### src/include/awd_regs.svh
// register indices, field positions, reset values and timing counts of the window detector
`ifndef AWD_REGS_SVH
`define AWD_REGS_SVH
// Function
// - upper limit low byte, resets to ones
// - lower limit high byte, read-write, resets ones
// - lower limit low byte, read-write, resets ones
// - lower limit is high:low sixteen bits
// - compare justified twelve-bit results against limits
// - conversion lasts at least sixteen converter clocks
// - sticky window flag, polled or interrupting
// - limit order selects inside or outside
// - justify bit places result left or right

// word indices; byte address is four times the index
`define AWD_IDX_CFG 10'h0BC
`define AWD_IDX_RES_L 10'h0BE
`define AWD_IDX_RES_H 10'h0BF
`define AWD_IDX_UL_L 10'h0C4
`define AWD_IDX_UL_H 10'h0C5
`define AWD_IDX_LL_H 10'h0C6
`define AWD_IDX_LL_L 10'h0C7
`define AWD_IDX_IRQ_STS 10'h0C8
`define AWD_IDX_IRQ_MSK 10'h0C9
`define AWD_IDX_CTL 10'h0E8

// reset values
`define AWD_RST_LIMIT 8'hFF
`define AWD_RST_CFG 8'h60
`define AWD_RST_CTL 8'h00

// control register fields
`define AWD_CTL_EN 7
`define AWD_CTL_TRACK 6
`define AWD_CTL_DONE 5
`define AWD_CTL_BUSY 4
`define AWD_CTL_MODE_HI 3
`define AWD_CTL_MODE_LO 2
`define AWD_CTL_WIN 1
`define AWD_CTL_LJUST 0

// configuration register fields
`define AWD_CFG_DIV_HI 7
`define AWD_CFG_DIV_LO 5
`define AWD_CFG_GAIN_HI 2
`define AWD_CFG_GAIN_LO 0

// interrupt status and mask bits
`define AWD_IRQ_DONE 0
`define AWD_IRQ_WIN 1
`define AWD_IRQ_W 2

// converter clocks per conversion
`define AWD_CONV_SAR_CLKS 5'h10

`endif

### src/include/awd_pkg.sv
// types of the window detector
package awd_pkg;

	typedef enum logic {AWD_IDLE, AWD_CONV} awd_state_t;

	typedef enum logic [1:0] {
		AWD_START_SW = 2'h0,
		AWD_START_RSV1 = 2'h1,
		AWD_START_RSV2 = 2'h2,
		AWD_START_TMR = 2'h3
	} awd_start_t;

	typedef enum logic [3:0] {
		AWD_R_NONE,
		AWD_R_CFG,
		AWD_R_RES_L,
		AWD_R_RES_H,
		AWD_R_UL_L,
		AWD_R_UL_H,
		AWD_R_LL_H,
		AWD_R_LL_L,
		AWD_R_IRQ_STS,
		AWD_R_IRQ_MSK,
		AWD_R_CTL
	} awd_reg_t;

endpackage

### src/include/awd_cmp_if.sv
// link between the sequencer and the window comparator
`timescale 1ns/1ns
interface awd_cmp_if;
	logic sample_valid;
	logic [11:0] sample;
	logic left_justify;
	logic [15:0] upper_limit;
	logic [15:0] lower_limit;
	logic done;
	logic hit;
	logic [15:0] result;

	modport ctl (
		output sample_valid,
		output sample,
		output left_justify,
		output upper_limit,
		output lower_limit,
		input done,
		input hit,
		input result
	);

	modport cmp (
		input sample_valid,
		input sample,
		input left_justify,
		input upper_limit,
		input lower_limit,
		output done,
		output hit,
		output result
	);
endinterface

### src/core/awd_cmp.sv
// justifies each conversion result and tests it against the window limits
`timescale 1ns/1ns
module awd_cmp import awd_pkg::*; (
	input logic pclk,
	input logic presetn,
	awd_cmp_if.cmp cmp_bus
);

	logic [15:0] word_d;
	logic [15:0] word_q;
	logic hit_d;
	logic hit_q;
	logic done_d;
	logic done_q;

	// lower above upper means inside the window, otherwise outside
	function automatic logic window_hit(input logic [15:0] v, input logic [15:0] gt, input logic [15:0] lt);
		if (lt > gt) begin
			window_hit = (v > gt) && (v < lt);
		end else begin
			window_hit = (v > gt) || (v < lt);
		end
	endfunction

	always_comb begin
		word_d = word_q;
		hit_d = 1'b0;
		done_d = cmp_bus.sample_valid;
		if (cmp_bus.sample_valid) begin
			if (cmp_bus.left_justify) begin
				word_d = {cmp_bus.sample, 4'h0};
			end else begin
				word_d = {4'h0, cmp_bus.sample};
			end
			hit_d = window_hit(word_d, cmp_bus.upper_limit, cmp_bus.lower_limit);
		end
	end

	always_ff @(posedge pclk or negedge presetn) begin
		if (!presetn) begin
			word_q <= 16'h0000;
			hit_q <= 1'b0;
			done_q <= 1'b0;
		end else begin
			word_q <= word_d;
			hit_q <= hit_d;
			done_q <= done_d;
		end
	end

	assign cmp_bus.result = word_q;
	assign cmp_bus.hit = hit_q;
	assign cmp_bus.done = done_q;

endmodule // awd_cmp

### src/core/awd_top.sv
// window limit detector: apb registers, conversion sequencer and interrupt
//
// The APB slave port was left to the implementer.
`timescale 1ns/1ns
`include "awd_regs.svh"

module awd_top import awd_pkg::*; (
	input logic pclk,
	input logic presetn,
	input logic psel,
	input logic penable,
	input logic pwrite,
	input logic [11:0] paddr,
	input logic [31:0] pwdata,
	output logic [31:0] prdata,
	output logic pready,
	output logic pslverr,
	input logic [11:0] sar_data,
	input logic timer_overflow,
	output logic converter_enable,
	output logic conv_busy,
	output logic irq
);

	// ************************************************************
	// declarations
	// ************************************************************

	awd_cmp_if cmp_bus ();

	awd_reg_t sel_d;
	awd_reg_t sel_q;
	logic [7:0] rd_byte;
	logic [7:0] rd_d;
	logic [7:0] rd_q;
	logic setup;
	logic access;
	logic wr_en;
	logic [7:0] wbyte;

	logic [7:0] ul_l_d;
	logic [7:0] ul_l_q;
	logic [7:0] ul_h_d;
	logic [7:0] ul_h_q;
	logic [7:0] ll_l_d;
	logic [7:0] ll_l_q;
	logic [7:0] ll_h_d;
	logic [7:0] ll_h_q;

	logic [2:0] div_d;
	logic [2:0] div_q;
	logic [2:0] gain_d;
	logic [2:0] gain_q;
	logic en_d;
	logic en_q;
	logic track_d;
	logic track_q;
	logic [1:0] mode_d;
	logic [1:0] mode_q;
	logic ljust_d;
	logic ljust_q;

	awd_state_t state_d;
	awd_state_t state_q;
	logic [3:0] pre_d;
	logic [3:0] pre_q;
	logic [4:0] sar_cnt_d;
	logic [4:0] sar_cnt_q;
	logic sar_tick;
	logic start;
	logic sv_d;
	logic sv_q;
	logic [11:0] smp_d;
	logic [11:0] smp_q;

	logic [`AWD_IRQ_W-1:0] sts_d;
	logic [`AWD_IRQ_W-1:0] sts_q;
	logic [`AWD_IRQ_W-1:0] msk_d;
	logic [`AWD_IRQ_W-1:0] msk_q;
	logic [`AWD_IRQ_W-1:0] sts_set;
	logic [`AWD_IRQ_W-1:0] sts_clr;

	// ************************************************************
	// helpers
	// ************************************************************

	// word index to register select; the two low address bits are ignored
	function automatic awd_reg_t decode_reg(input logic [11:0] addr);
		case (addr[11:2])
			`AWD_IDX_CFG: decode_reg = AWD_R_CFG;
			`AWD_IDX_RES_L: decode_reg = AWD_R_RES_L;
			`AWD_IDX_RES_H: decode_reg = AWD_R_RES_H;
			`AWD_IDX_UL_L: decode_reg = AWD_R_UL_L;
			`AWD_IDX_UL_H: decode_reg = AWD_R_UL_H;
			`AWD_IDX_LL_H: decode_reg = AWD_R_LL_H;
			`AWD_IDX_LL_L: decode_reg = AWD_R_LL_L;
			`AWD_IDX_IRQ_STS: decode_reg = AWD_R_IRQ_STS;
			`AWD_IDX_IRQ_MSK: decode_reg = AWD_R_IRQ_MSK;
			`AWD_IDX_CTL: decode_reg = AWD_R_CTL;
			default: decode_reg = AWD_R_NONE;
		endcase
	endfunction

	// converter clock period minus one, in system clocks
	function automatic logic [3:0] sar_last(input logic [2:0] code);
		case (code)
			3'h0: sar_last = 4'h0;
			3'h1: sar_last = 4'h1;
			3'h2: sar_last = 4'h3;
			3'h3: sar_last = 4'h7;
			default: sar_last = 4'hF;
		endcase
	endfunction

	// ************************************************************
	// apb slave
	// ************************************************************

	assign setup = psel && !penable;
	assign access = psel && penable;
	assign pready = access;
	assign pslverr = access && (sel_q == AWD_R_NONE);
	assign wr_en = access && pwrite && (sel_q != AWD_R_NONE);
	assign wbyte = pwdata[7:0];
	assign prdata = {24'h000000, rd_q};

	// read view of every register
	always_comb begin
		rd_byte = 8'h00;
		case (decode_reg(paddr))
			AWD_R_CFG: rd_byte = {div_q, 2'h0, gain_q};
			AWD_R_RES_L: rd_byte = cmp_bus.result[7:0];
			AWD_R_RES_H: rd_byte = cmp_bus.result[15:8];
			AWD_R_UL_L: rd_byte = ul_l_q;
			AWD_R_UL_H: rd_byte = ul_h_q;
			AWD_R_LL_H: rd_byte = ll_h_q;
			AWD_R_LL_L: rd_byte = ll_l_q;
			AWD_R_IRQ_STS: rd_byte = {6'h00, sts_q};
			AWD_R_IRQ_MSK: rd_byte = {6'h00, msk_q};
			AWD_R_CTL: rd_byte = {en_q, track_q, sts_q[`AWD_IRQ_DONE], conv_busy, mode_q,
				sts_q[`AWD_IRQ_WIN], ljust_q};
			default: rd_byte = 8'h00;
		endcase
	end

	// select and read data are caught in the setup cycle
	always_comb begin
		sel_d = sel_q;
		rd_d = rd_q;
		if (setup) begin
			sel_d = decode_reg(paddr);
			rd_d = rd_byte;
		end
	end

	always_ff @(posedge pclk or negedge presetn) begin
		if (!presetn) begin
			sel_q <= AWD_R_NONE;
			rd_q <= 8'h00;
		end else begin
			sel_q <= sel_d;
			rd_q <= rd_d;
		end
	end

	// ************************************************************
	// limit and control registers
	// ************************************************************

	always_comb begin
		ul_l_d = ul_l_q;
		ul_h_d = ul_h_q;
		ll_l_d = ll_l_q;
		ll_h_d = ll_h_q;
		div_d = div_q;
		gain_d = gain_q;
		en_d = en_q;
		track_d = track_q;
		mode_d = mode_q;
		ljust_d = ljust_q;
		msk_d = msk_q;
		if (wr_en) begin
			case (sel_q)
				AWD_R_UL_L: ul_l_d = wbyte;
				AWD_R_UL_H: ul_h_d = wbyte;
				AWD_R_LL_H: ll_h_d = wbyte;
				AWD_R_LL_L: ll_l_d = wbyte;
				AWD_R_CFG: begin
					div_d = wbyte[`AWD_CFG_DIV_HI:`AWD_CFG_DIV_LO];
					gain_d = wbyte[`AWD_CFG_GAIN_HI:`AWD_CFG_GAIN_LO];
				end
				AWD_R_CTL: begin
					en_d = wbyte[`AWD_CTL_EN];
					track_d = wbyte[`AWD_CTL_TRACK];
					mode_d = wbyte[`AWD_CTL_MODE_HI:`AWD_CTL_MODE_LO];
					ljust_d = wbyte[`AWD_CTL_LJUST];
				end
				AWD_R_IRQ_MSK: msk_d = wbyte[`AWD_IRQ_W-1:0];
				default: ;
			endcase
		end
	end

	always_ff @(posedge pclk or negedge presetn) begin
		if (!presetn) begin
			ul_l_q <= `AWD_RST_LIMIT;
			ul_h_q <= `AWD_RST_LIMIT;
			ll_h_q <= `AWD_RST_LIMIT;
			ll_l_q <= `AWD_RST_LIMIT;
			div_q <= 3'(`AWD_RST_CFG >> `AWD_CFG_DIV_LO);
			gain_q <= 3'h0;
			en_q <= 1'(`AWD_RST_CTL >> `AWD_CTL_EN);
			track_q <= 1'b0;
			mode_q <= 2'h0;
			ljust_q <= 1'b0;
			msk_q <= '0;
		end else begin
			ul_l_q <= ul_l_d;
			ul_h_q <= ul_h_d;
			ll_h_q <= ll_h_d;
			ll_l_q <= ll_l_d;
			div_q <= div_d;
			gain_q <= gain_d;
			en_q <= en_d;
			track_q <= track_d;
			mode_q <= mode_d;
			ljust_q <= ljust_d;
			msk_q <= msk_d;
		end
	end

	// ************************************************************
	// conversion sequencer
	// ************************************************************

	// a start while busy or disabled is ignored
	always_comb begin
		start = 1'b0;
		if (en_q && (state_q == AWD_IDLE) && !sv_q) begin
			if (mode_q == AWD_START_SW) begin
				start = wr_en && (sel_q == AWD_R_CTL) && wbyte[`AWD_CTL_BUSY];
			end else if (mode_q == AWD_START_TMR) begin
				start = timer_overflow;
			end
		end
	end

	assign sar_tick = (pre_q == sar_last(div_q));

	always_comb begin
		state_d = state_q;
		pre_d = pre_q;
		sar_cnt_d = sar_cnt_q;
		sv_d = 1'b0;
		smp_d = smp_q;
		case (state_q)
			AWD_IDLE: begin
				pre_d = 4'h0;
				sar_cnt_d = 5'h00;
				if (start) begin
					state_d = AWD_CONV;
				end
			end
			AWD_CONV: begin
				if (!en_q) begin
					state_d = AWD_IDLE;
				end else if (sar_tick) begin
					pre_d = 4'h0;
					sar_cnt_d = sar_cnt_q + 5'h01;
					if (sar_cnt_q == `AWD_CONV_SAR_CLKS - 5'h01) begin
						sv_d = 1'b1;
						smp_d = sar_data;
						state_d = AWD_IDLE;
					end
				end else begin
					pre_d = pre_q + 4'h1;
				end
			end
			default: state_d = AWD_IDLE;
		endcase
	end

	always_ff @(posedge pclk or negedge presetn) begin
		if (!presetn) begin
			state_q <= AWD_IDLE;
			pre_q <= 4'h0;
			sar_cnt_q <= 5'h00;
			sv_q <= 1'b0;
			smp_q <= 12'h000;
		end else begin
			state_q <= state_d;
			pre_q <= pre_d;
			sar_cnt_q <= sar_cnt_d;
			sv_q <= sv_d;
			smp_q <= smp_d;
		end
	end

	assign conv_busy = (state_q == AWD_CONV) || sv_q;
	assign converter_enable = en_q;

	// ************************************************************
	// window comparator
	// ************************************************************

	assign cmp_bus.sample_valid = sv_q;
	assign cmp_bus.sample = smp_q;
	assign cmp_bus.left_justify = ljust_q;
	assign cmp_bus.upper_limit = {ul_h_q, ul_l_q};
	assign cmp_bus.lower_limit = {ll_h_q, ll_l_q};

	awd_cmp u_cmp (
		.pclk(pclk),
		.presetn(presetn),
		.cmp_bus(cmp_bus.cmp)
	);

	// ************************************************************
	// interrupt flags
	// ************************************************************

	assign sts_set[`AWD_IRQ_DONE] = cmp_bus.done;
	assign sts_set[`AWD_IRQ_WIN] = cmp_bus.done && cmp_bus.hit;

	// write one to clear; a set in the same cycle wins
	genvar gi;
	generate
		for (gi = 0; gi < `AWD_IRQ_W; gi++) begin : g_sts
			assign sts_clr[gi] = wr_en && (sel_q == AWD_R_IRQ_STS) && wbyte[gi];
			assign sts_d[gi] = sts_set[gi] || (sts_q[gi] && !sts_clr[gi]);
		end
	endgenerate

	always_ff @(posedge pclk or negedge presetn) begin
		if (!presetn) begin
			sts_q <= '0;
		end else begin
			sts_q <= sts_d;
		end
	end

	assign irq = |(sts_q & msk_q);

endmodule // awd_top

### config.mk
export PLATFORM = sky130hd
export DESIGN_NAME = awd_top
export DESIGN_NICKNAME = d
export VERILOG_FILES = /design/src/include/awd_pkg.sv /design/src/include/awd_cmp_if.sv /design/src/core/awd_cmp.sv /design/src/core/awd_top.sv
export VERILOG_INCLUDE_DIRS = /design/src /design/src/include
export SDC_FILE = /design/constraint.sdc
export NUM_CORES = 1
export LEC_CHECK = 0
export BUFFER_PORTS_ARGS = -buffer_cell sky130_fd_sc_hd__buf_4
export CELL_PAD_IN_SITES_DETAIL_PLACEMENT = 0
export CELL_PAD_IN_SITES_GLOBAL_PLACEMENT = 1
export CORE_MARGIN = 1.5
export CORE_UTILIZATION = 45
export DETAILED_ROUTE_END_ITERATION = 12
export PLACE_DENSITY = 0.9
export SYNTH_ARGS = -nofsm -noshare
export SYNTH_HDL_FRONTEND = slang
export SYNTH_SLANG_ARGS = --single-unit
### constraint.sdc
create_clock -name pclk -period 2.8 [get_ports pclk]
set_input_delay 0.56 -clock pclk [delete_from_list [all_inputs] [get_ports pclk]]
set_output_delay 0.56 -clock pclk [all_outputs]
set_load 0.05 [all_outputs]
; After elaboration in Yosys (flattened, before gate mapping)
; Index checks and enable logic that the tools add are counted.
[classes]
n_eq_ne = 36
mux = 25
div_mod_pow = 0
n_mul = 0
order_cmp = 3
addsub = 2
n_bitwise = 2
shifts = 0
reduce_logical = 38
[ops]
columns = operator, n
row1 = $eq 10x8->1 const B, 10
row2 = $pmux 8 s10, 1
row3 = $pmux 4 s10, 1
row4 = $eq 4x3->1 const B, 8
row5 = $gt 16x16->1, 2
row6 = $mux 16, 2
row7 = $eq 4x4->1 const B, 6
row8 = $logic_and 1x1->1, 16
row9 = $lt 16x16->1, 1
row10 = $pmux 4 s4, 1
row11 = $reduce_and 2->1, 8
row12 = $mux 1, 13
row13 = $mux 5, 2
row14 = $pmux 5 s2, 1
row15 = $eq 4x1->1 const B, 2
row16 = $eq 4x2->1 const B, 2
row17 = $mux 4, 2
row18 = $pmux 4 s2, 1
row19 = $eq 3x2->1 const B, 2
row20 = $add 5x1->5 const B, 1
row21 = $eq 5x4->1 const B, 1
row22 = $add 4x1->4 const B, 1
row23 = $eq 4x4->1, 1
row24 = $logic_not 1->1, 4
row25 = 14 further kinds, 17
[word_totals]
word_cells = 128
mem_bits_ro = 0
reg_bits = 100
ramBits = 0
latch_bits = 0
mem_count = 0
out_inout_bits = 37

; Longest topological paths before layout
; Gate-level depths: netlist of the first run.
[logic_depth]
ltp_word = 9
ltp_mapped = 10
mapped_depth_nobuf = 8

; Cells and area by module
; A second synthesis of the first run with hierarchy kept.
[unflattened]
cells_unflattened = 599
area_unflattened_um2 = 6399.9
[by_module_without_submodules]
columns = mod, instances, cells_each, area_each_um2, seq_area_each_um2
row1 = awd_top, 1, 385, 4374.2, 2094.5
row2 = awd_cmp, 1, 214, 2025.7, 450.4

; Least setup slack after synthesis of the first run
; Ideal clock, no wire load.
[synth_timing]
path_type = flip-flop to output port
start = register sel_q[1]
end = output port pslverr
arrival_ns = 2.307
path_stages_with_launch = 4
required_ns = 2.240
slack_ns = -0.067
path_buffers = 1
cell_sequence = dfrtp_1 clkbuf_1 nor2_1 nor4b_1
[synth_via]
elab_chain_cells = 2
[synth_rtl]
columns = item, line
row1 = from (decl), awd_top.sv:32  ; awd_reg_t sel_q;
row2 = from (signal assigned), awd_top.sv:161  ; sel_q <= sel_d;
row3 = $logic_not 4->1, awd_top.sv:122  ; assign pslverr = access && (sel_q == AWD_R_NONE);
row4 = $logic_and 1x1->1, awd_top.sv:122
row5 = to (decl), awd_top.sv:17  ; output logic pslverr,
; No other way between the ends.

; Worst setup path after layout of the first run
[layout_timing]
start = register ljust_q (netlist: cmp_bus.left_justify)
end = register u_cmp.hit_q (netlist: u_cmp.cmp_bus.hit)
[layout_via]
elab_chain_cells = 6
word_cells_on_any_way = 8
cone_classes = 2 x order compare / 4 x mux / 2 x reduce/logical
[layout_rtl]
columns = item, line
row1 = from (decl), awd_top.sv:61  ; logic ljust_q;
row2 = from (signal assigned), awd_top.sv:227  ; ljust_q <= ljust_d;
row3 = $mux 16 *, awd_cmp.sv:30  ; if (cmp_bus.left_justify) begin
row4 = $mux 16 *, awd_cmp.sv:29  ; if (cmp_bus.sample_valid) begin
row5 = $gt 16x16->1 / $lt 16x16->1 (equally long branches), "awd_cmp.sv:19, awd_cmp.sv:21"
row6 = $logic_or 1x1->1 / $logic_and 1x1->1 (equally long branches), "awd_cmp.sv:21, awd_cmp.sv:19"
row7 = $mux 1 *, awd_cmp.sv:18  ; if (lt > gt) begin
row8 = $mux 1 *, awd_cmp.sv:29
row9 = via u_cmp.hit_d, awd_cmp.sv:11  ; logic hit_d;
row10 = to (signal assigned), awd_cmp.sv:46  ; hit_q <= hit_d;
row11 = to (decl), awd_cmp.sv:12  ; logic hit_q;
; The timed path passes the listed nets; every way through them passes the cells marked *. The select of a mux whose other input is x is not followed.
; A chain may end at the register's enable or synchronous reset.

==> results of run 1 <==
-- state kept, by name (all words and copies together) (netlist names), 2 cells and up --
| register | flops |
|---|---|
| rd_q | 8 |
| ul_h_q | 8 |
| ll_h_q | 8 |
| sel_q | 4 |
| sts_q | 2 |
| div_q | 3 |
| cmp_bus.sample | 12 |
| u_cmp.cmp_bus.result | 16 |
| ul_l_q | 8 |
| sar_cnt_q | 5 |
| mode_q | 2 |
| pre_q | 4 |
| ll_l_q | 8 |
| gain_q | 3 |
| msk_q | 2 |
-- synthesized netlist by cell type, types with 3 or more instances --
master    instances  area share, %
o21ai_1           3           0.23
and4_1            5           0.67
o21ai_0          29            2.2
nand2_1          47            2.7
inv_1            45            2.6
buf_6             4           0.69
a211o_1           4           0.54
a32oi_1           5           0.67
a21o_1            4           0.46
clkbuf_1          8           0.46
nand4_1           8           0.77
mux2_1            3           0.52
or4_1             3           0.35
nor4_1            4           0.38
buf_4            27            3.1
o211ai_1          5           0.58
dfrtp_1          66             25
a21oi_1          26            2.0
and2_1            9           0.86
o21a_1            7           0.81
mux2i_1           7            1.1
mux2_2           67             12
nand2b_1          6           0.58
nor2_1           24            1.4
or2_2             5           0.48
a31oi_1           6           0.58
nand3_1          23            1.8
nor3_1            5           0.38
nor4b_1           3           0.40
and3_1            6           0.58
nand3b_1          4           0.46
a22o_1            5           0.67
nor2b_1           6           0.58
dfstp_2          34             14
o31ai_1           4           0.46
a22oi_1           5           0.58
buf_2             3           0.23
ha_1             50            9.6
-- power groups by stage --
stage | logic, W | clock network (W) | registers [W]
4_1_cts | 0.000331 | 0.00128 | 0.00152
6_report | 0.000331 | 0.00126 | 0.00152
5_1_grt | 0.000359 | 0.00135 | 0.00152
2_1_floorplan | 0.000240 | 0 | 0.00153
3_5_place_dp | 0.000330 | 0 | 0.00154
3_3_place_gp | 0.000324 | 0 | 0.00154
-- through the flow --
stage	hold slack [ps]	area, um2
3_5_place_dp	489	7050
5_1_grt	138	7350
3_3_place_gp	468	7050
4_1_cts	123	7350
2_1_floorplan	264	6610
6_report	118	7350
-- layout make-up --
| type | instances | area [um2] |
|---|---|---|
| inverter | 45 | 169 |
| timing repair buffer | 70 | 538 |
| sequential | 100 | 2550 |
| clock inverter | 5 | 60.1 |
| multi-input combinational | 463 | 3580 |
| fill | 1288 | 6640 |
| tap | 180 | 225 |
| clock buffer | 11 | 233 |
-- metal layers --
metal  track usage, %  wire length, um  share of wire, %  vias to the layer above
met5                0                0                 0                        -
met4             10.1              575               3.1                        0
met3             3.87              892               4.9                       37
met2             39.9             8350                46                      189
met1             35.5             8470                46                     2554
li1                 -                -                 -                     2392
-- cell families (layout without fill, tap and decap cells) --
group,count (synthesis),after routing,share of synthesized area (%)
AND/OR/NAND/NOR,174,174,15.2
AO/OA/AOI/OAI,135,135,15.0
flip-flops,100,100,39.1
buffers and inverters,89,131,7.49
multiplexers,77,77,13.2
adder cells (fa/ha/maj),50,50,9.60
XOR/XNOR,3,3,0.403
other,1,24,0.0575
-- worst max-delay path by stage --
stage | depth (start not counted) | slack, ps | from | endpoint
after floorplan | 10 | 200 | cmp_bus.left_justify$_DFFE_PN0P_ | u_cmp.cmp_bus.hit$_DFF_PN0_
after global placement | 7 | 180 | paddr[6] | rd_q[4]$_DFFE_PN0P_
after detailed placement | 9 | 120 | cmp_bus.left_justify$_DFFE_PN0P_ | u_cmp.cmp_bus.hit$_DFF_PN0_
final | 9 | 190 | cmp_bus.left_justify$_DFFE_PN0P_ | u_cmp.cmp_bus.hit$_DFF_PN0_
after global routing | 8 | 70 | cmp_bus.left_justify$_DFFE_PN0P_ | u_cmp.cmp_bus.hit$_DFF_PN0_
after CTS | 9 | 100 | cmp_bus.left_justify$_DFFE_PN0P_ | u_cmp.cmp_bus.hit$_DFF_PN0_
==> flow_metrics.py, run 1 <==
metrics = {
    "drt": {
        "wl_per_cell_um": 20.9,
        "ant_nets": 0,
        "dr.pass1.iters": 4,
        "drt_iter0_markers": 390,
        "vias": 5172,
        "vias_per_cell": 5.92,
        "wl_mm": 18.3,
        "drc": 0,
    },
    "power_and_ir_drop": {
        "p_per_area_nw_per_um2": 424,
        "p_comb_share_pct": 10.6,
        "sw_frac_of_total_pct": 26.4,
        "p_int_w": 0.00229,
        "leakage_nw": 3.38,
        "finalPower_w": 0.00311,
        "p_clk_share_pct": 40.6,
        "p_switching_w": 0.000822,
        "pwr-share-seq_pct": 48.7,
        "peakVddDrop_mv": 0.276,
    },
    "floorplanning": {
        "fp.dieW_um": 123,
        "coreArea_um2": 14000,
        "dieHeight_um": 123,
        "die-area_um2": 15200,
        "ios": 99,
        "rows": 43,
        "initial_core_util_pct": 46.6,
    },
    "clock_network": {
        "root_buffer": "clkbuf_16",
        "cts.path.max_buffers": 2,
        "cts_resized": 0,
        "cts_tree": "built",
        "postCtsSetupRepairBufs": 0,
        "cts_buffers": 9,
        "clkLatencyLatePin_ps": 350,
        "h-tree-depth": 3,
        "postCtsHoldBufs": 0,
        "cts.clk_slew.worst_paths_ps": 70,
        "cts.sinks": 100,
    },
    "critical_path": {
        "start_kind": "register",
        "r2r_slack_ps": 190,
        "cp.required_ps": 3030,
        "crit_arrival_ps": 2840,
        "cp_max_fo": 13,
        "reg2regPathDepth": 9,
        "reg2reg_from": "cmp_bus.left_justify$_DFFE_PN0P_",
        "path_buf_inv": 1,
        "r2r-end": "u_cmp.cmp_bus.hit$_DFF_PN0_",
        "cp_cell_sequence": "buf_4, mux2_2, ha_1, o21a_1, o21ai_0, a31oi_1, or4_1, a21oi_1, o31ai_1",
        "slowest_stage": "dfrtp_2",
        "crit_family": "compound AO/OA/AOI/OAI gates",
        "max_stage_delay_ps": 520,
        "endpoint_kind": "register",
        "path_class": "register to register",
    },
    "placed_design": {
        "dp_cells": 858,
        "hpwl_mm": 14.2,
        "io_buffers": 48,
        "gp_congestion": 0.965,
        "dp_slack_ps": 120,
    },
    "layout": {
        "drive_above_1_share_pct": 30.7,
        "stdcell_count": 874,
        "final_util_pct": 52.5,
        "area_growth_syn_to_layout_pct": 12.7,
        "final_common_cell": "buf_4",
        "final_nets": 801,
        "n_antenna_cell": 0,
        "mostFrequentLayoutCells": "buf_4, mux2_2, dfrtp_1",
    },
    "global_routing": {
        "antenna_found_initial": 0,
        "grt.overflow.total": 0,
        "grt_pass1_vias": 5126,
        "grt_pass1_wl_mm": 28.8,
        "grt_start_max_net_pins": 78,
        "grt_util_all_layers_pct": 25.5,
    },
    "timing": {
        "slew_viol_final": 0,
        "tns_ps": 0,
        "setup_slack_ps": 193,
        "max_freq_ghz": 0.384,
        "skew_ps": 4.52,
        "fin_crit_sh_pct": 93.1,
        "relSlewSlack_pct": 58.9,
        "rsz0062_at_grt": "no",
        "period_minus_slack_ps": 2610,
        "tightest_slew_ps": 616,
        "hold_viol": 0,
        "finalSetupViolCount": 0,
    },
    "yosys": {
        "netlist_instances": 629,
        "synth_top_flop_cell": "dfrtp_1",
        "ys_seq_elements": 100,
        "avgSynthCellArea_um2": 10.4,
        "synth-warning-count": 0,
        "ys_seq_area_share_pct": 39.1,
        "synth_enable_flop_cells": 0,
        "syn_area_um2": 6520,
        "synth-async-reset-ratio_pct": 100,
        "netlist-cell-type-count": 81,
    },
    "run": {
        "cap_viol_max_count": 0,
    },
    "outcome": {
        "status": "complete, no violations",
    },
    "hold_path": {
        "min_path_type": "primary input to async pin",
    },
}
(Power assumes the default switching activity.)
==> run 2: changes to the inputs <==
Settings changed: CAP_MARGIN set to 20, CORE_ASPECT_RATIO set to 0.5.
==> run 2 against run 1 <==
Against the previous run: the flow now finishes with violations (negative setup slack); critical path depth grew 1; first-iteration DRC count grew 41%; register-to-register slack worse by 190 ps; setup slack worse by 190 ps; wire length grew 1.1%; hold slack improved by 42 ps; critical path type unchanged; critical endpoint unchanged; largest cell class unchanged; highest routed layer unchanged.
==> flow_metrics.py, run 2 (synthesized netlist as in run 1, its figures left out) <==
metrics = {
    "layout": {
        "drive_above_1_share_pct": 31.6,
        "mostFrequentLayoutCells": "buf_4, mux2_2, dfrtp_1",
        "final_nets": 804,
        "n_antenna_cell": 0,
        "final_common_cell": "buf_4",
        "area_growth_syn_to_layout_pct": 14.0,
        "largest_reg_flops": 16,
    },
    "drt": {
        "wl_met1_mm": 8.66,
        "wl_mm": 18.5,
        "wl_per_cell_um": 20.8,
        "ant_nets": 0,
        "wl_met3_mm": 1.75,
        "wl_met2_mm": 7.76,
        "drt_iter0_markers": 549,
        "routed.top_layer": "met4",
        "dr.pass1.iters": 5,
        "vias": 5302,
        "drc": 0,
        "vias_per_cell": 5.96,
    },
    "global_routing": {
        "grt_pass1_wl_mm": 28.1,
        "grt_start_max_net_pins": 48,
        "grt.overflow.total": 0,
        "grt_pass1_vias": 4961,
        "grt_util_all_layers_pct": 24.7,
        "antenna_found_initial": 0,
    },
    "clock_network": {
        "cts_buffers": 9,
        "postCtsHoldBufs": 0,
        "cts_tree": "built",
        "cts.path.max_buffers": 2,
        "h-tree-depth": 3,
        "root_buffer": "clkbuf_16",
        "clkLatencyLatePin_ps": 350,
        "cts.clk_slew.worst_paths_ps": 70,
        "cts.sinks": 100,
    },
    "floorplanning": {
        "fp.dieW_um": 173,
        "dieHeight_um": 88.1,
        "coreArea_um2": 13900,
        "initial_core_util_pct": 47.0,
        "die-area_um2": 15300,
        "rows": 30,
        "ios": 99,
    },
    "critical_path": {
        "reg2regPathDepth": 10,
        "cp.required_ps": 3090,
        "endpoint_kind": "register",
        "crit_arrival_ps": 3090,
        "reg2reg_from": "cmp_bus.left_justify$_DFFE_PN0P_",
        "start_kind": "register",
        "r2r-end": "u_cmp.cmp_bus.hit$_DFF_PN0_",
        "r2r_slack_ps": -0.8,
        "cp_max_fo": 8,
        "path_class": "register to register",
    },
    "timing": {
        "fin_crit_sh_pct": 100,
        "relSlewSlack_pct": 53.7,
        "hold_viol": 0,
        "skew_ps": 5.08,
        "tightest_slew_ps": 693,
        "period_minus_slack_ps": 2800,
        "setup_slack_ps": -0.834,
        "slew_viol_final": 0,
        "max_freq_ghz": 0.357,
        "finalSetupViolCount": 1,
    },
    "placed_design": {
        "io_buffers": 48,
        "gp_congestion": 0.985,
        "hpwl_mm": 13.9,
        "dp_slack_ps": -294,
    },
    "power_and_ir_drop": {
        "leakage_nw": 3.42,
        "sw_frac_of_total_pct": 27.0,
        "pwr-share-seq_pct": 48.7,
        "finalPower_w": 0.00313,
        "p_comb_share_pct": 10.7,
        "p_per_area_nw_per_um2": 421,
        "p_switching_w": 0.000845,
        "p_clk_share_pct": 40.5,
        "p_int_w": 0.00228,
        "peakVddDrop_mv": 0.261,
    },
    "outcome": {
        "failed_checks": "negative setup slack",
        "status": "complete, but fails checks",
    },
    "run": {
        "cap_viol_max_count": 0,
    },
    "hold_path": {
        "min_path_type": "primary input to async pin",
    },
}
## run 2: changes by cell type in the layout (fill, tap and decap cells not counted), sizes merged
cell      previous run  this run
bufinv               1         0
clkbuf              11        13
buf                 70        72
inv                 46        47
clkinvlp             1         0
## run 2: timing repair
item	4_1_cts	5_1_grt
pin swaps	0	1
buffers inserted	0	3
gates resized for setup	3	4
endpoints found under the setup margin	1	1
## run 2: layer usage
metal  vias up  global-route usage [%]
li1       2389                       -
met1      2605                    35.4
met2       284                    37.1
met3        24                    6.21
met4         0                    7.11
met5         -                       0
## run 2: worst max path at each step
stage	from	endpoint	slack, ps	cells past startpoint
final	cmp_bus.left_justify$_DFFE_PN0P_	u_cmp.cmp_bus.hit$_DFF_PN0_	-0.8	10
after global routing	cmp_bus.left_justify$_DFFE_PN0P_	u_cmp.cmp_bus.hit$_DFF_PN0_	-20	10
after CTS	cmp_bus.left_justify$_DFFE_PN0P_	u_cmp.cmp_bus.hit$_DFF_PN0_	1	9
after detailed placement	cmp_bus.left_justify$_DFFE_PN0P_	u_cmp.cmp_bus.hit$_DFF_PN0_	-290	9
after global placement	cmp_bus.left_justify$_DFFE_PN0P_	u_cmp.cmp_bus.hit$_DFF_PN0_	-200	9
after floorplan	cmp_bus.left_justify$_DFFE_PN0P_	u_cmp.cmp_bus.hit$_DFF_PN0_	200	10
## run 2: final cells by class
| cell class | instances | area (um2) |
|---|---|---|
| Multi-Input combinational cell | 463 | 3600 |
| Fill cell | 1213 | 6420 |
| Inverter | 45 | 169 |
| Timing Repair Buffer | 73 | 573 |
| Clock buffer | 12 | 268 |
| Tap cell | 192 | 240 |
| Clock inverter | 4 | 28.8 |
| Sequential cell | 100 | 2550 |
## run 2: per-stage QoR
step / instance area, um2 / cells / hold slack (ps) / util, % / setup TNS (ps)
after detailed placement: 7070 / 870 / 449 / 51.0 / -294
after floorplan: 6610 / 652 / 264 / - / 0
after global routing: 7430 / 889 / 187 / 53.6 / -17.3
after CTS: 7370 / 886 / 173 / 53.2 / 0
after global placement: 7070 / 870 / 441 / 51.0 / -198
final: 7430 / 889 / 160 / 53.6 / -0.834
## run 2: critical path, cell delays in order, from the launching register on
cell and delay [ps]:
dfrtp_2 450, clkbuf_4 180, and2_1 200, ha_1 220
a21o_1 170, a211o_1 330, a2111oi_4 300, o21a_1 210
nor3_1 70, o31ai_2 430, buf_4 180
## run 2: power groups by stage
stage	sequential [W]	clock (W)	combinational, W
2_1_floorplan	0.00153	0	0.000240
3_3_place_gp	0.00154	0	0.000326
3_5_place_dp	0.00154	0	0.000331
4_1_cts	0.00152	0.00127	0.000334
5_1_grt	0.00152	0.00133	0.000363
6_report	0.00152	0.00127	0.000335
==> run 3: changes to the inputs <==
--- a/config.mk
+++ b/config.mk
@@ -16,3 +16,5 @@
 export DETAILED_ROUTE_END_ITERATION = 12
+export GPL_TIMING_DRIVEN = 1
 export PLACE_DENSITY = 0.9
+export SKIP_CTS_REPAIR_TIMING = 1
 export SYNTH_ARGS = -nofsm -noshare
==> constraint.sdc (replaced) <==
create_clock -name pclk -period 2.8 [get_ports pclk]
set_input_delay 0.14 -clock pclk [delete_from_list [all_inputs] [get_ports pclk]]
set_output_delay 0.14 -clock pclk [all_outputs]
set_load 0.05 [all_outputs]
==> run 3 against run 2 <==
Against the previous run: the flow now finishes without violations; clock skew rose by 2.8 ps; critical path type unchanged; sequential power barely moved; total power fell by 0.20%; first-iteration DRC count fell by 7.5%.
==> flow_metrics.py, run 3 (synthesized netlist as in run 1, its figures left out) <==
metrics = {
    "outcome": {
        "status": "complete, no violations",
    },
    "power_and_ir_drop": {
        "leakage_nw": 3.34,
        "peakVddDrop_mv": 0.295,
        "p_per_area_nw_per_um2": 427,
    },
    "critical_path": {
        "max_stage_delay_ps": 500,
        "slowest_stage": "dfrtp_2",
        "path_class": "register to register",
        "cp_max_fo": 12,
        "cp_cell_sequence": "buf_4, and2_1, ha_1, a21o_1, a211o_1, a2111oi_0, o21a_1, nor3_1, o31ai_1",
        "crit_arrival_ps": 2880,
        "cp.required_ps": 3060,
        "endpoint_kind": "register",
        "reg2regPathDepth": 9,
        "start_kind": "register",
    },
    "run": {
        "cap_viol_max_count": 0,
    },
    "drt": {
        "dr.pass1.iters": 5,
        "vias": 5136,
        "drt_iter0_markers": 508,
        "ant_nets": 0,
        "wl_mm": 17.9,
        "drc": 0,
        "vias_per_cell": 5.86,
        "wl_per_cell_um": 20.5,
    },
    "layout": {
        "drive_above_1_share_pct": 29.6,
        "regArea_um2": 2550,
        "final_nets": 792,
        "stdcell_area_um2": 7300,
        "multi_input_area_um2": 3570,
        "final_util_pct": 52.7,
        "largest_reg_flops": 16,
        "mostFrequentLayoutCells": "mux2_2, dfrtp_1, buf_4",
        "stdcell_count": 877,
        "n_antenna_cell": 0,
        "final_common_cell": "mux2_2",
        "fillers": 1251,
        "area_growth_syn_to_layout_pct": 12.1,
    },
    "floorplanning": {
        "rows": 30,
        "fp.dieW_um": 173,
        "dieHeight_um": 88.1,
        "coreArea_um2": 13900,
        "initial_core_util_pct": 47.0,
        "ios": 99,
        "die-area_um2": 15300,
    },
    "timing": {
        "fin_crit_sh_pct": 93.4,
        "hold_viol": 0,
        "rsz0062_at_grt": "no",
        "skew_ps": 7.85,
        "tns_ps": 0,
        "relSlewSlack_pct": 45.2,
        "max_freq_ghz": 0.383,
        "finalSetupViolCount": 0,
        "fin_hold_ws_ps": 7.20,
        "tightest_slew_ps": 821,
        "slew_viol_final": 0,
        "period_minus_slack_ps": 2610,
    },
    "global_routing": {
        "antenna_found_initial": 0,
        "grt.overflow.total": 0,
        "grt_pass1_vias": 4819,
        "grt_pass1_wl_mm": 28.2,
        "grt_util_all_layers_pct": 24.8,
        "grt_start_max_net_pins": 64,
    },
    "placed_design": {
        "gp_congestion": 0.948,
        "dp_cells": 859,
        "io_buffers": 48,
        "hpwl_mm": 13.8,
        "place_area_um2": 6980,
    },
    "clock_network": {
        "cts.path.max_buffers": 2,
        "cts_tree": "built",
        "root_buffer": "clkbuf_16",
        "clkLatencyLatePin_ps": 360,
        "cts.sinks": 100,
        "h-tree-depth": 3,
        "cts_buffers": 9,
        "cts.clk_slew.worst_paths_ps": 80,
    },
    "hold_path": {
        "min_path_type": "primary input to register",
        "hold_depth": 2,
    },
}
run 3: changes by cell type in the layout (fill, tap and decap cells not counted), moves of 2 or more:
cell / before / now
clkinv_8: 0 / 2
inv_6: 1 / 3
dlygate4sd3_1: 0 / 2
buf_4: 70 / 58
run 3: per-stage QoR:
step,power [W],setup slack [ps]
2_1_floorplan,0.00177,200
3_3_place_gp,0.00187,214
3_5_place_dp,0.00187,185
4_1_cts,0.00313,156
5_1_grt,0.00322,89.4
6_report,0.00312,186
run 3: routing by layer:
| metal | GRT usage (%) | vias to the layer above | routed length (um) |
|---|---|---|---|
| met1 | 36.5 | 2516 | 8780 |
| met3 | 6.86 | 26 | 1700 |
| met4 | 6.64 | 0 | 301 |
| li1 | - | 2377 | - |
| met2 | 35.6 | 217 | 7160 |
| met5 | 0 | - | 0 |
run 3: final timing paths:
check,endpoint,slack [ps],from
max,u_cmp.cmp_bus.hit$_DFF_PN0_,190,cmp_bus.left_justify$_DFFE_PN0P_
min,cmp_bus.sample[10]$_DFFE_PN0P_,7,sar_data[10]
max reg2reg,u_cmp.cmp_bus.hit$_DFF_PN0_,190,cmp_bus.left_justify$_DFFE_PN0P_
min reg2reg,sts_q[0]$_DFF_PN0_,450,u_cmp.cmp_bus.done$_DFF_PN0_
max in group asynchronous,ul_h_q[4]$_DFFE_PN1P_,1610,presetn
min in group asynchronous,cmp_bus.sample[9]$_DFFE_PN0P_,410,presetn
run 3: cell type report:
type | count | share of cell area [%]
clock buffer | 9 | 3.08
clock inverter | 7 | 1.08
inverter | 45 | 2.31
multi-input combinational | 463 | 48.9
sequential | 100 | 34.9
tap | 192 | 3.29
timing repair buffer | 61 | 6.51
run 3: critical path, delay by kind of cell (launching register included):
kind	cells	cell delay, ps
AO/OA/AOI/OAI	5	1390
buffers and inverters	1	190
adder cells (fa/ha/maj)	1	200
flip-flops	1	500
AND/OR/NAND/NOR	2	220
run 3: power breakdown:
group          total [W]  switching [W]  internal (W)
clock network    0.00127       0.000633      0.000636
logic           0.000330       0.000223      0.000106
registers        0.00152      0.0000356       0.00149
total            0.00312       0.000891       0.00223
